==> config.mk <==
export PLATFORM = sky130hd
export DESIGN_NAME = card_status_change_irq
export DESIGN_NICKNAME = d
export VERILOG_FILES = /design/src/card_status_change_pkg.sv /design/src/socket_status_change.sv /design/src/card_status_change_irq.sv
export VERILOG_INCLUDE_DIRS = /design/src
export SDC_FILE = /design/constraint.sdc
export NUM_CORES = 1
export LEC_CHECK = 0
export BUFFER_PORTS_ARGS = -buffer_cell sky130_fd_sc_hd__buf_2
export CORE_MARGIN = 4
export CORE_UTILIZATION = 48
export CTS_CLUSTER_DIAMETER = 120
export DETAILED_ROUTE_END_ITERATION = 6
export PLACE_DENSITY = 0.79
export SLEW_MARGIN = 40
export SYNTH_ARGS = -nofsm -noshare
export SYNTH_HDL_FRONTEND = slang
export SYNTH_SLANG_ARGS = --single-unit
==> constraint.sdc <==
create_clock -name clock -period 2.4 [get_ports clock]
set_clock_uncertainty 0.15 [all_clocks]
set_input_delay 0.48 -clock clock [delete_from_list [all_inputs] [get_ports clock]]
set_output_delay 0.48 -clock clock [all_outputs]
set_load 0.005 [all_outputs]
==> src/card_status_change_regs.svh <==
// Purpose: Offsets, field positions and reset values of the status change block
// Assumes: Byte-wide index register port, two sockets
// Notes: Definitions only
`ifndef CARD_STATUS_CHANGE_REGS_SVH
`define CARD_STATUS_CHANGE_REGS_SVH

`define CSC_OFFSET_A 8'h04
`define CSC_OFFSET_B 8'h44
`define CSC_BIT_TIMEOUT 7
`define CSC_BIT_INPUT 4
`define CSC_BIT_DETECT 3
`define CSC_BIT_READY 2
`define CSC_BIT_WARN 1
`define CSC_BIT_DEAD 0
`define CSC_RESERVED_MASK 8'h60
`define CSC_RESET 8'h00
`define BVD_GOOD 2'b11
`define BVD_WARN 2'b01

`endif

==> src/card_status_change_pkg.sv <==
// Purpose: Types shared by the status change block
// Assumes: Nothing beyond the register header
// Notes: Card kind of a socket
package card_status_change_pkg;
    typedef enum logic [1:0] {
        CARD_MEMORY = 2'b01,
        CARD_IO = 2'b10
    } card_kind_t;
endpackage : card_status_change_pkg

==> src/socket_status_change.sv <==
// Purpose: One socket's card status change flags and interrupt request
// Assumes: Inputs synchronous to clock; debounced card detect supplied outside
// Notes: Set beats clear in the same cycle
`timescale 1ns/1ns
`include "card_status_change_regs.svh"
module socket_status_change
    import card_status_change_pkg::*;
(
    // Clock and reset
    input wire logic clock,
    input wire logic nrst,
    // Configuration
    input wire logic io_card,
    input wire logic explicit_write_back,
    input wire logic timer_compat_enable,
    input wire logic input_change_enable,
    input wire logic input_edge_select,
    input wire logic detect_enable,
    input wire logic ready_enable,
    input wire logic warn_enable,
    input wire logic dead_enable,
    input wire logic ring_indicate_enable,
    // Card and timer events
    input wire logic timer_expired,
    input wire logic general_purpose_input,
    input wire logic [1:0] card_detect_pins,
    input wire logic card_ready,
    input wire logic [1:0] battery_voltage_detect,
    input wire logic card_change_ring_line,
    // Register access
    input wire logic rd_stb,
    input wire logic wr_stb,
    input wire logic [7:0] wr_data,
    // Results
    output logic [7:0] flags,
    output logic irq
);
    logic [7:0] flags_r;
    logic [7:0] set_ev;
    logic [7:0] clr;
    logic [7:0] qual;
    logic gpi_d_r;
    logic [1:0] cd_d_r;
    logic rdy_d_r;
    logic [1:0] bvd_d_r;
    logic ring_d_r;
    logic pend_r;
    logic bat_warn;
    logic bat_dead;

    ////////////////////////////////////////////////////////////////////////////
    // Battery decode
    assign bat_warn = (battery_voltage_detect == `BVD_WARN);
    assign bat_dead = ~battery_voltage_detect[0]; // 00 and 10 both dead

    // Previous input levels for edge detection
    always_ff @(posedge clock or negedge nrst) begin
        if (!nrst) begin
            gpi_d_r <= 1'b0;
            cd_d_r <= 2'b00;
            rdy_d_r <= 1'b0;
            bvd_d_r <= 2'b11;
            ring_d_r <= 1'b1;
        end else begin
            gpi_d_r <= general_purpose_input;
            cd_d_r <= card_detect_pins;
            rdy_d_r <= card_ready;
            bvd_d_r <= battery_voltage_detect;
            ring_d_r <= card_change_ring_line;
        end
    end

    // Qualifying enables; a disabled flag is forced to zero
    always_comb begin
        qual = 8'h00;
        qual[`CSC_BIT_TIMEOUT] = timer_compat_enable;
        qual[`CSC_BIT_INPUT] = input_change_enable;
        qual[`CSC_BIT_DETECT] = detect_enable;
        qual[`CSC_BIT_READY] = ready_enable & ~io_card;
        qual[`CSC_BIT_WARN] = warn_enable & ~io_card;
        qual[`CSC_BIT_DEAD] = io_card ? ~ring_indicate_enable : dead_enable;
    end

    // Event detection; battery events fire on entering the condition
    always_comb begin
        set_ev = 8'h00;
        set_ev[`CSC_BIT_TIMEOUT] = timer_expired;
        set_ev[`CSC_BIT_INPUT] = input_edge_select ? (general_purpose_input & ~gpi_d_r)
                                                   : (~general_purpose_input & gpi_d_r);
        set_ev[`CSC_BIT_DETECT] = |(card_detect_pins ^ cd_d_r);
        set_ev[`CSC_BIT_READY] = card_ready & ~rdy_d_r;
        set_ev[`CSC_BIT_WARN] = bat_warn & (bvd_d_r != `BVD_WARN);
        if (io_card) begin
            set_ev[`CSC_BIT_DEAD] = ~card_change_ring_line & ring_d_r;
        end else begin
            set_ev[`CSC_BIT_DEAD] = bat_dead & bvd_d_r[0];
        end
        set_ev = set_ev & qual & ~`CSC_RESERVED_MASK;
    end

    // Clear by write-one-back or by read of the set bits
    always_comb begin
        clr = 8'h00;
        if (explicit_write_back && wr_stb) begin
            clr = wr_data;
        end else if (!explicit_write_back && rd_stb) begin
            clr = flags;
        end
    end

    // Flag storage; new event wins over a clear
    always_ff @(posedge clock or negedge nrst) begin
        if (!nrst) begin
            flags_r <= `CSC_RESET;
        end else begin
            flags_r <= ((flags_r & ~clr) | set_ev) & qual;
        end
    end

    // Read-pending latch for clear-on-read interrupt mode
    always_ff @(posedge clock or negedge nrst) begin
        if (!nrst) begin
            pend_r <= 1'b0;
        end else if (|set_ev) begin
            pend_r <= 1'b1;
        end else if (rd_stb) begin
            pend_r <= 1'b0;
        end
    end

    assign flags = flags_r & qual;
    // Write-back mode holds until all zero; otherwise until read
    assign irq = explicit_write_back ? (|flags) : (pend_r & (|flags));
endmodule : socket_status_change

==> src/card_status_change_irq.sv <==
// Purpose: Two-socket card status change register behind the index port
// Assumes: Index port gives byte index, read and write strobes one cycle wide
// Notes: Read data registered; other indexes are served elsewhere
`timescale 1ns/1ns
`include "card_status_change_regs.svh"
module card_status_change_irq
    import card_status_change_pkg::*;
(
    // Clock and reset
    input wire logic clock,
    input wire logic nrst,
    // Index register port
    input wire logic [7:0] reg_index,
    input wire logic reg_rd,
    input wire logic reg_wr,
    input wire logic [7:0] reg_wdata,
    output logic [7:0] reg_rdata,
    output logic reg_hit,
    // Global configuration
    input wire logic explicit_write_back,
    // Socket configuration: card kind per socket, then bit per socket [0]=A [1]=B
    input wire card_kind_t card_kind_a,
    input wire card_kind_t card_kind_b,
    input wire logic [1:0] timer_compat_enable,
    input wire logic [1:0] input_change_enable,
    input wire logic [1:0] input_edge_select,
    input wire logic [1:0] detect_enable,
    input wire logic [1:0] ready_enable,
    input wire logic [1:0] warn_enable,
    input wire logic [1:0] dead_enable,
    input wire logic [1:0] ring_indicate_enable,
    // Card and timer events
    input wire logic [1:0] timer_expired,
    input wire logic [1:0] general_purpose_input,
    input wire logic [1:0] card_detect_pins_a,
    input wire logic [1:0] card_detect_pins_b,
    input wire logic [1:0] card_ready,
    input wire logic [1:0] battery_voltage_detect_a,
    input wire logic [1:0] battery_voltage_detect_b,
    input wire logic [1:0] card_change_ring_line,
    // Interrupt requests per socket
    output logic [1:0] status_irq
);
    logic sel_a;
    logic sel_b;
    logic [7:0] flags_a;
    logic [7:0] flags_b;
    logic [7:0] rdata_r;

    ////////////////////////////////////////////////////////////////////////////
    // Index decode
    assign sel_a = (reg_index == `CSC_OFFSET_A);
    assign sel_b = (reg_index == `CSC_OFFSET_B);
    assign reg_hit = sel_a | sel_b;

    ////////////////////////////////////////////////////////////////////////////
    // Socket instances
    socket_status_change u_sock_a (
        .clock(clock),
        .nrst(nrst),
        .io_card(card_kind_a == CARD_IO),
        .explicit_write_back(explicit_write_back),
        .timer_compat_enable(timer_compat_enable[0]),
        .input_change_enable(input_change_enable[0]),
        .input_edge_select(input_edge_select[0]),
        .detect_enable(detect_enable[0]),
        .ready_enable(ready_enable[0]),
        .warn_enable(warn_enable[0]),
        .dead_enable(dead_enable[0]),
        .ring_indicate_enable(ring_indicate_enable[0]),
        .timer_expired(timer_expired[0]),
        .general_purpose_input(general_purpose_input[0]),
        .card_detect_pins(card_detect_pins_a),
        .card_ready(card_ready[0]),
        .battery_voltage_detect(battery_voltage_detect_a),
        .card_change_ring_line(card_change_ring_line[0]),
        .rd_stb(reg_rd & sel_a),
        .wr_stb(reg_wr & sel_a),
        .wr_data(reg_wdata),
        .flags(flags_a),
        .irq(status_irq[0])
    );

    socket_status_change u_sock_b (
        .clock(clock),
        .nrst(nrst),
        .io_card(card_kind_b == CARD_IO),
        .explicit_write_back(explicit_write_back),
        .timer_compat_enable(timer_compat_enable[1]),
        .input_change_enable(input_change_enable[1]),
        .input_edge_select(input_edge_select[1]),
        .detect_enable(detect_enable[1]),
        .ready_enable(ready_enable[1]),
        .warn_enable(warn_enable[1]),
        .dead_enable(dead_enable[1]),
        .ring_indicate_enable(ring_indicate_enable[1]),
        .timer_expired(timer_expired[1]),
        .general_purpose_input(general_purpose_input[1]),
        .card_detect_pins(card_detect_pins_b),
        .card_ready(card_ready[1]),
        .battery_voltage_detect(battery_voltage_detect_b),
        .card_change_ring_line(card_change_ring_line[1]),
        .rd_stb(reg_rd & sel_b),
        .wr_stb(reg_wr & sel_b),
        .wr_data(reg_wdata),
        .flags(flags_b),
        .irq(status_irq[1])
    );

    ////////////////////////////////////////////////////////////////////////////
    // Read data captured on the read strobe, reserved bits masked
    always_ff @(posedge clock or negedge nrst) begin
        if (!nrst) begin
            rdata_r <= 8'h00;
        end else if (reg_rd) begin
            if (sel_a) begin
                rdata_r <= flags_a & ~`CSC_RESERVED_MASK;
            end else if (sel_b) begin
                rdata_r <= flags_b & ~`CSC_RESERVED_MASK;
            end else begin
                rdata_r <= 8'h00; // Unmapped index reads zero
            end
        end
    end

    assign reg_rdata = rdata_r;
endmodule : card_status_change_irq

==> out/results.ini <==
[timing]
rsz0062_at_grt=false
fmax_mhz=450
period_share=0.925
period_minus_slack_ns=2.22
tns_ns=0
finalSetupViolCount=0
maxSlewViolCount=0
finalHoldViolCount=0

[clock_tree]
htreeDepth=2
clk_pin_slew_ns=0.11
clock-sinks=34
root_buffer=clkbuf_4
post-cts-setup-buffers=0
clk_latency_ns=0.34
cts-resized-gates=0
cts_buffers=5
cts_tree=built
clockBufferDepth=2

[pwr]
intPower_w=0.00104
p_seq_frac=0.459
clkPwrFrac=0.411
p_sw_frac=0.225
cellLeakagePower_nw=1.05
p_comb_frac=0.130
power.density_nw_per_um2=613
ir_worst_vdd_mv=0.649
power.switching_w=0.000302

[grt]
grt.total_usage=0.192
grt_max_degree=35
antenna_found_initial=0
overflow=0
grt_pass1_wl_microns=6440
grt_pass1_vias=1436

[yosys]
synth_seq_cells=34
synth_cell_types=43
netlist_instances=172
synth_area_sq_um=1710
synth-edff-count=0
async_flop_share=1.00
synth_ff_type=dfrtp_1
yosysTopAreaCellShare=0.411
ys_seq_area_frac=0.503
yosysTopAreaCell=dfrtp_1
synth_area_per_cell_sq_um=9.92
synth.area.top_cells=dfrtp_1 41%, dfstp_2 9.2%, o21ai_0 4.4%, inv_1 3.5%, nand3_1 2.9%
yosysWarnings=0

[layout]
num_antenna_cells=0
area_delta_synth_final_pct=28.2
drive_gt1_frac=0.349
stdcell_area_sq_um=2190
nNetsFinal=297
layout_common_cells=62 x buf_2, 28 x dfrtp_1, 16 x inv_1
final_common_cell=buf_2

[routing]
vias_per_cell=5.41
final_antenna_net_count=0
drc_errors=0
routed_wirelength_microns=4110
dr.pass1.iters=4
drt-initial-drc-count=74
routedWlPerCell_microns=14.3
vias=1553

[placement]
post-dp-hpwl_microns=3250
gp_congestion=0.904
placed_cell_area_sq_um=2060
numPortBuffers=63

[floorplan]
core_area_sq_um=3390
chipHeight_microns=67.6
initial_core_util=0.504
die_width_microns=67.6
die_area_sq_um=4570
ios=68
fp-row-count=21

[worst_setup_path]
crit_required_ns=1.77
slowest_stage=dfrtp_1
start_kind=flop
cp_max_fo=3
crit_arrival_ns=1.59
critPathCaptureType=output pin
crit_chain=nor4bb_1 -> a31o_2 -> o32a_1 -> buf_2
path_class=reg -> out
critPathMaxStageDelay_ns=0.39

[job]
drv_cap=0

[hold_path]
hp-class=in -> reg

[run_status]
outcome=complete, no violations

## routing by layer
metal / wire [microns] / up-vias / GRT usage
met5: 0 / - / 0
met1: 1720 / 714 / 0.236
met3: 350 / 13 / 0.0616
li1: - / 763 / -
met4: 118 / 0 / 0.0937
met2: 1920 / 63 / 0.303
## synth_stat cells, types with 3 or more instances
library cell / number
nor2_1: 5
inv_1: 16
o211ai_1: 5
and3_1: 5
nor2b_1: 4
nand2_1: 10
dfrtp_1: 28
nand2b_1: 4
nor3b_1: 4
xor2_1: 4
o22ai_1: 5
mux2i_1: 4
nand3_1: 10
a21oi_1: 8
nand3b_1: 3
dfstp_2: 6
o21ai_0: 15
buf_4: 4
## worst max-delay path, delay by kind of cell, from the launching register on
family	cells	cell delay, ns
buf+inv	1	0.13
simple gates	1	0.14
flops	1	0.39
compound gates	2	0.60
## path summary, 6_finish.rpt
check / slack, ns / from / cells after the start / end
worst min register to register: 0.36 / u_sock_b.pend_r$_DFFE_PN0P_ / 1 / u_sock_b.pend_r$_DFFE_PN0P_
worst min-delay path: 0.08 / battery_voltage_detect_b[1] / 1 / u_sock_b.bvd_d_r[1]$_DFF_PN1_
max in group asynchronous: 1.29 / nrst / 2 / u_sock_a.bvd_d_r[1]$_DFF_PN1_
min in group asynchronous: 0.46 / nrst / 2 / u_sock_a.cd_d_r[0]$_DFF_PN0_
worst max-delay path: 0.18 / u_sock_a.flags_r[0]$_DFF_PN0_ / 4 / status_irq[0]
worst max register to register: 0.91 / u_sock_b.cd_d_r[1]$_DFF_PN0_ / 4 / u_sock_b.pend_r$_DFFE_PN0P_
## logic make-up (layout without fill, tap and decap cells)
group                  Yosys count  count (layout)  share of synthesized area
AO/OA/AOI/OAI                   46              46                      0.177
XOR/XNOR                         4               4                     0.0205
buffers and inverters           23              91                     0.0594
flip-flops                      34              34                      0.503
multiplexers                     4               4                     0.0235
other                            1               2                    0.00220
AND/OR/NAND/NOR                 60              60                      0.215
## final cells by class
type,count,area (sq um)
Clock buffer,6,51.3
Clock inverter,2,60.1
Fill cell,292,1200
Inverter,16,60.1
Multi-Input combinational cell,116,751
Sequential cell,34,858
Tap cell,46,57.6
Timing Repair Buffer,67,350
## power by group through the flow
stage | registers, W | logic [W] | clock network, W
final | 0.000616 | 0.000175 | 0.000551
after global routing | 0.000619 | 0.000196 | 0.000592
after CTS | 0.000616 | 0.000174 | 0.000562
after detailed placement | 0.000627 | 0.000173 | 0
after global placement | 0.000626 | 0.000169 | 0
after floorplan | 0.000625 | 0.0000889 | 0
## per-stage QoR
stage / hold WS (ns) / util / std cells / setup WS (ns) / total power [W]
floorplan: 0.0344 / - / 173 / 0.195 / 0.000714
global placement: 0.322 / 0.609 / 278 / 0.0378 / 0.000796
detailed placement: 0.327 / 0.609 / 278 / -0.000444 / 0.000800
CTS: 0.0492 / 0.642 / 286 / 0.166 / 0.00135
global route: 0.0432 / 0.646 / 287 / 0.135 / 0.00141
finish: 0.0801 / 0.646 / 287 / 0.179 / 0.00134
## timing repair
action / 4_1_cts / 5_1_grt
hold buffers: 0 / 1
setup endpoints to repair: 0 / 0
hold endpoints to repair: 0 / 28
## flip-flops by register name, indices dropped and copies added, names as in the netlist
name	cells
reg_rdata	6
u_sock_b.ring_d_r	1
u_sock_b.cd_d_r	2
u_sock_b.pend_r	1
u_sock_b.bvd_d_r	2
u_sock_a.ring_d_r	1
u_sock_a.cd_d_r	2
u_sock_b.flags_r	6
u_sock_a.gpi_d_r	1
u_sock_b.rdy_d_r	1
u_sock_a.pend_r	1
u_sock_a.bvd_d_r	2
u_sock_a.rdy_d_r	1
u_sock_b.gpi_d_r	1
u_sock_a.flags_r	6
Power figures use the tool's default switching activity.
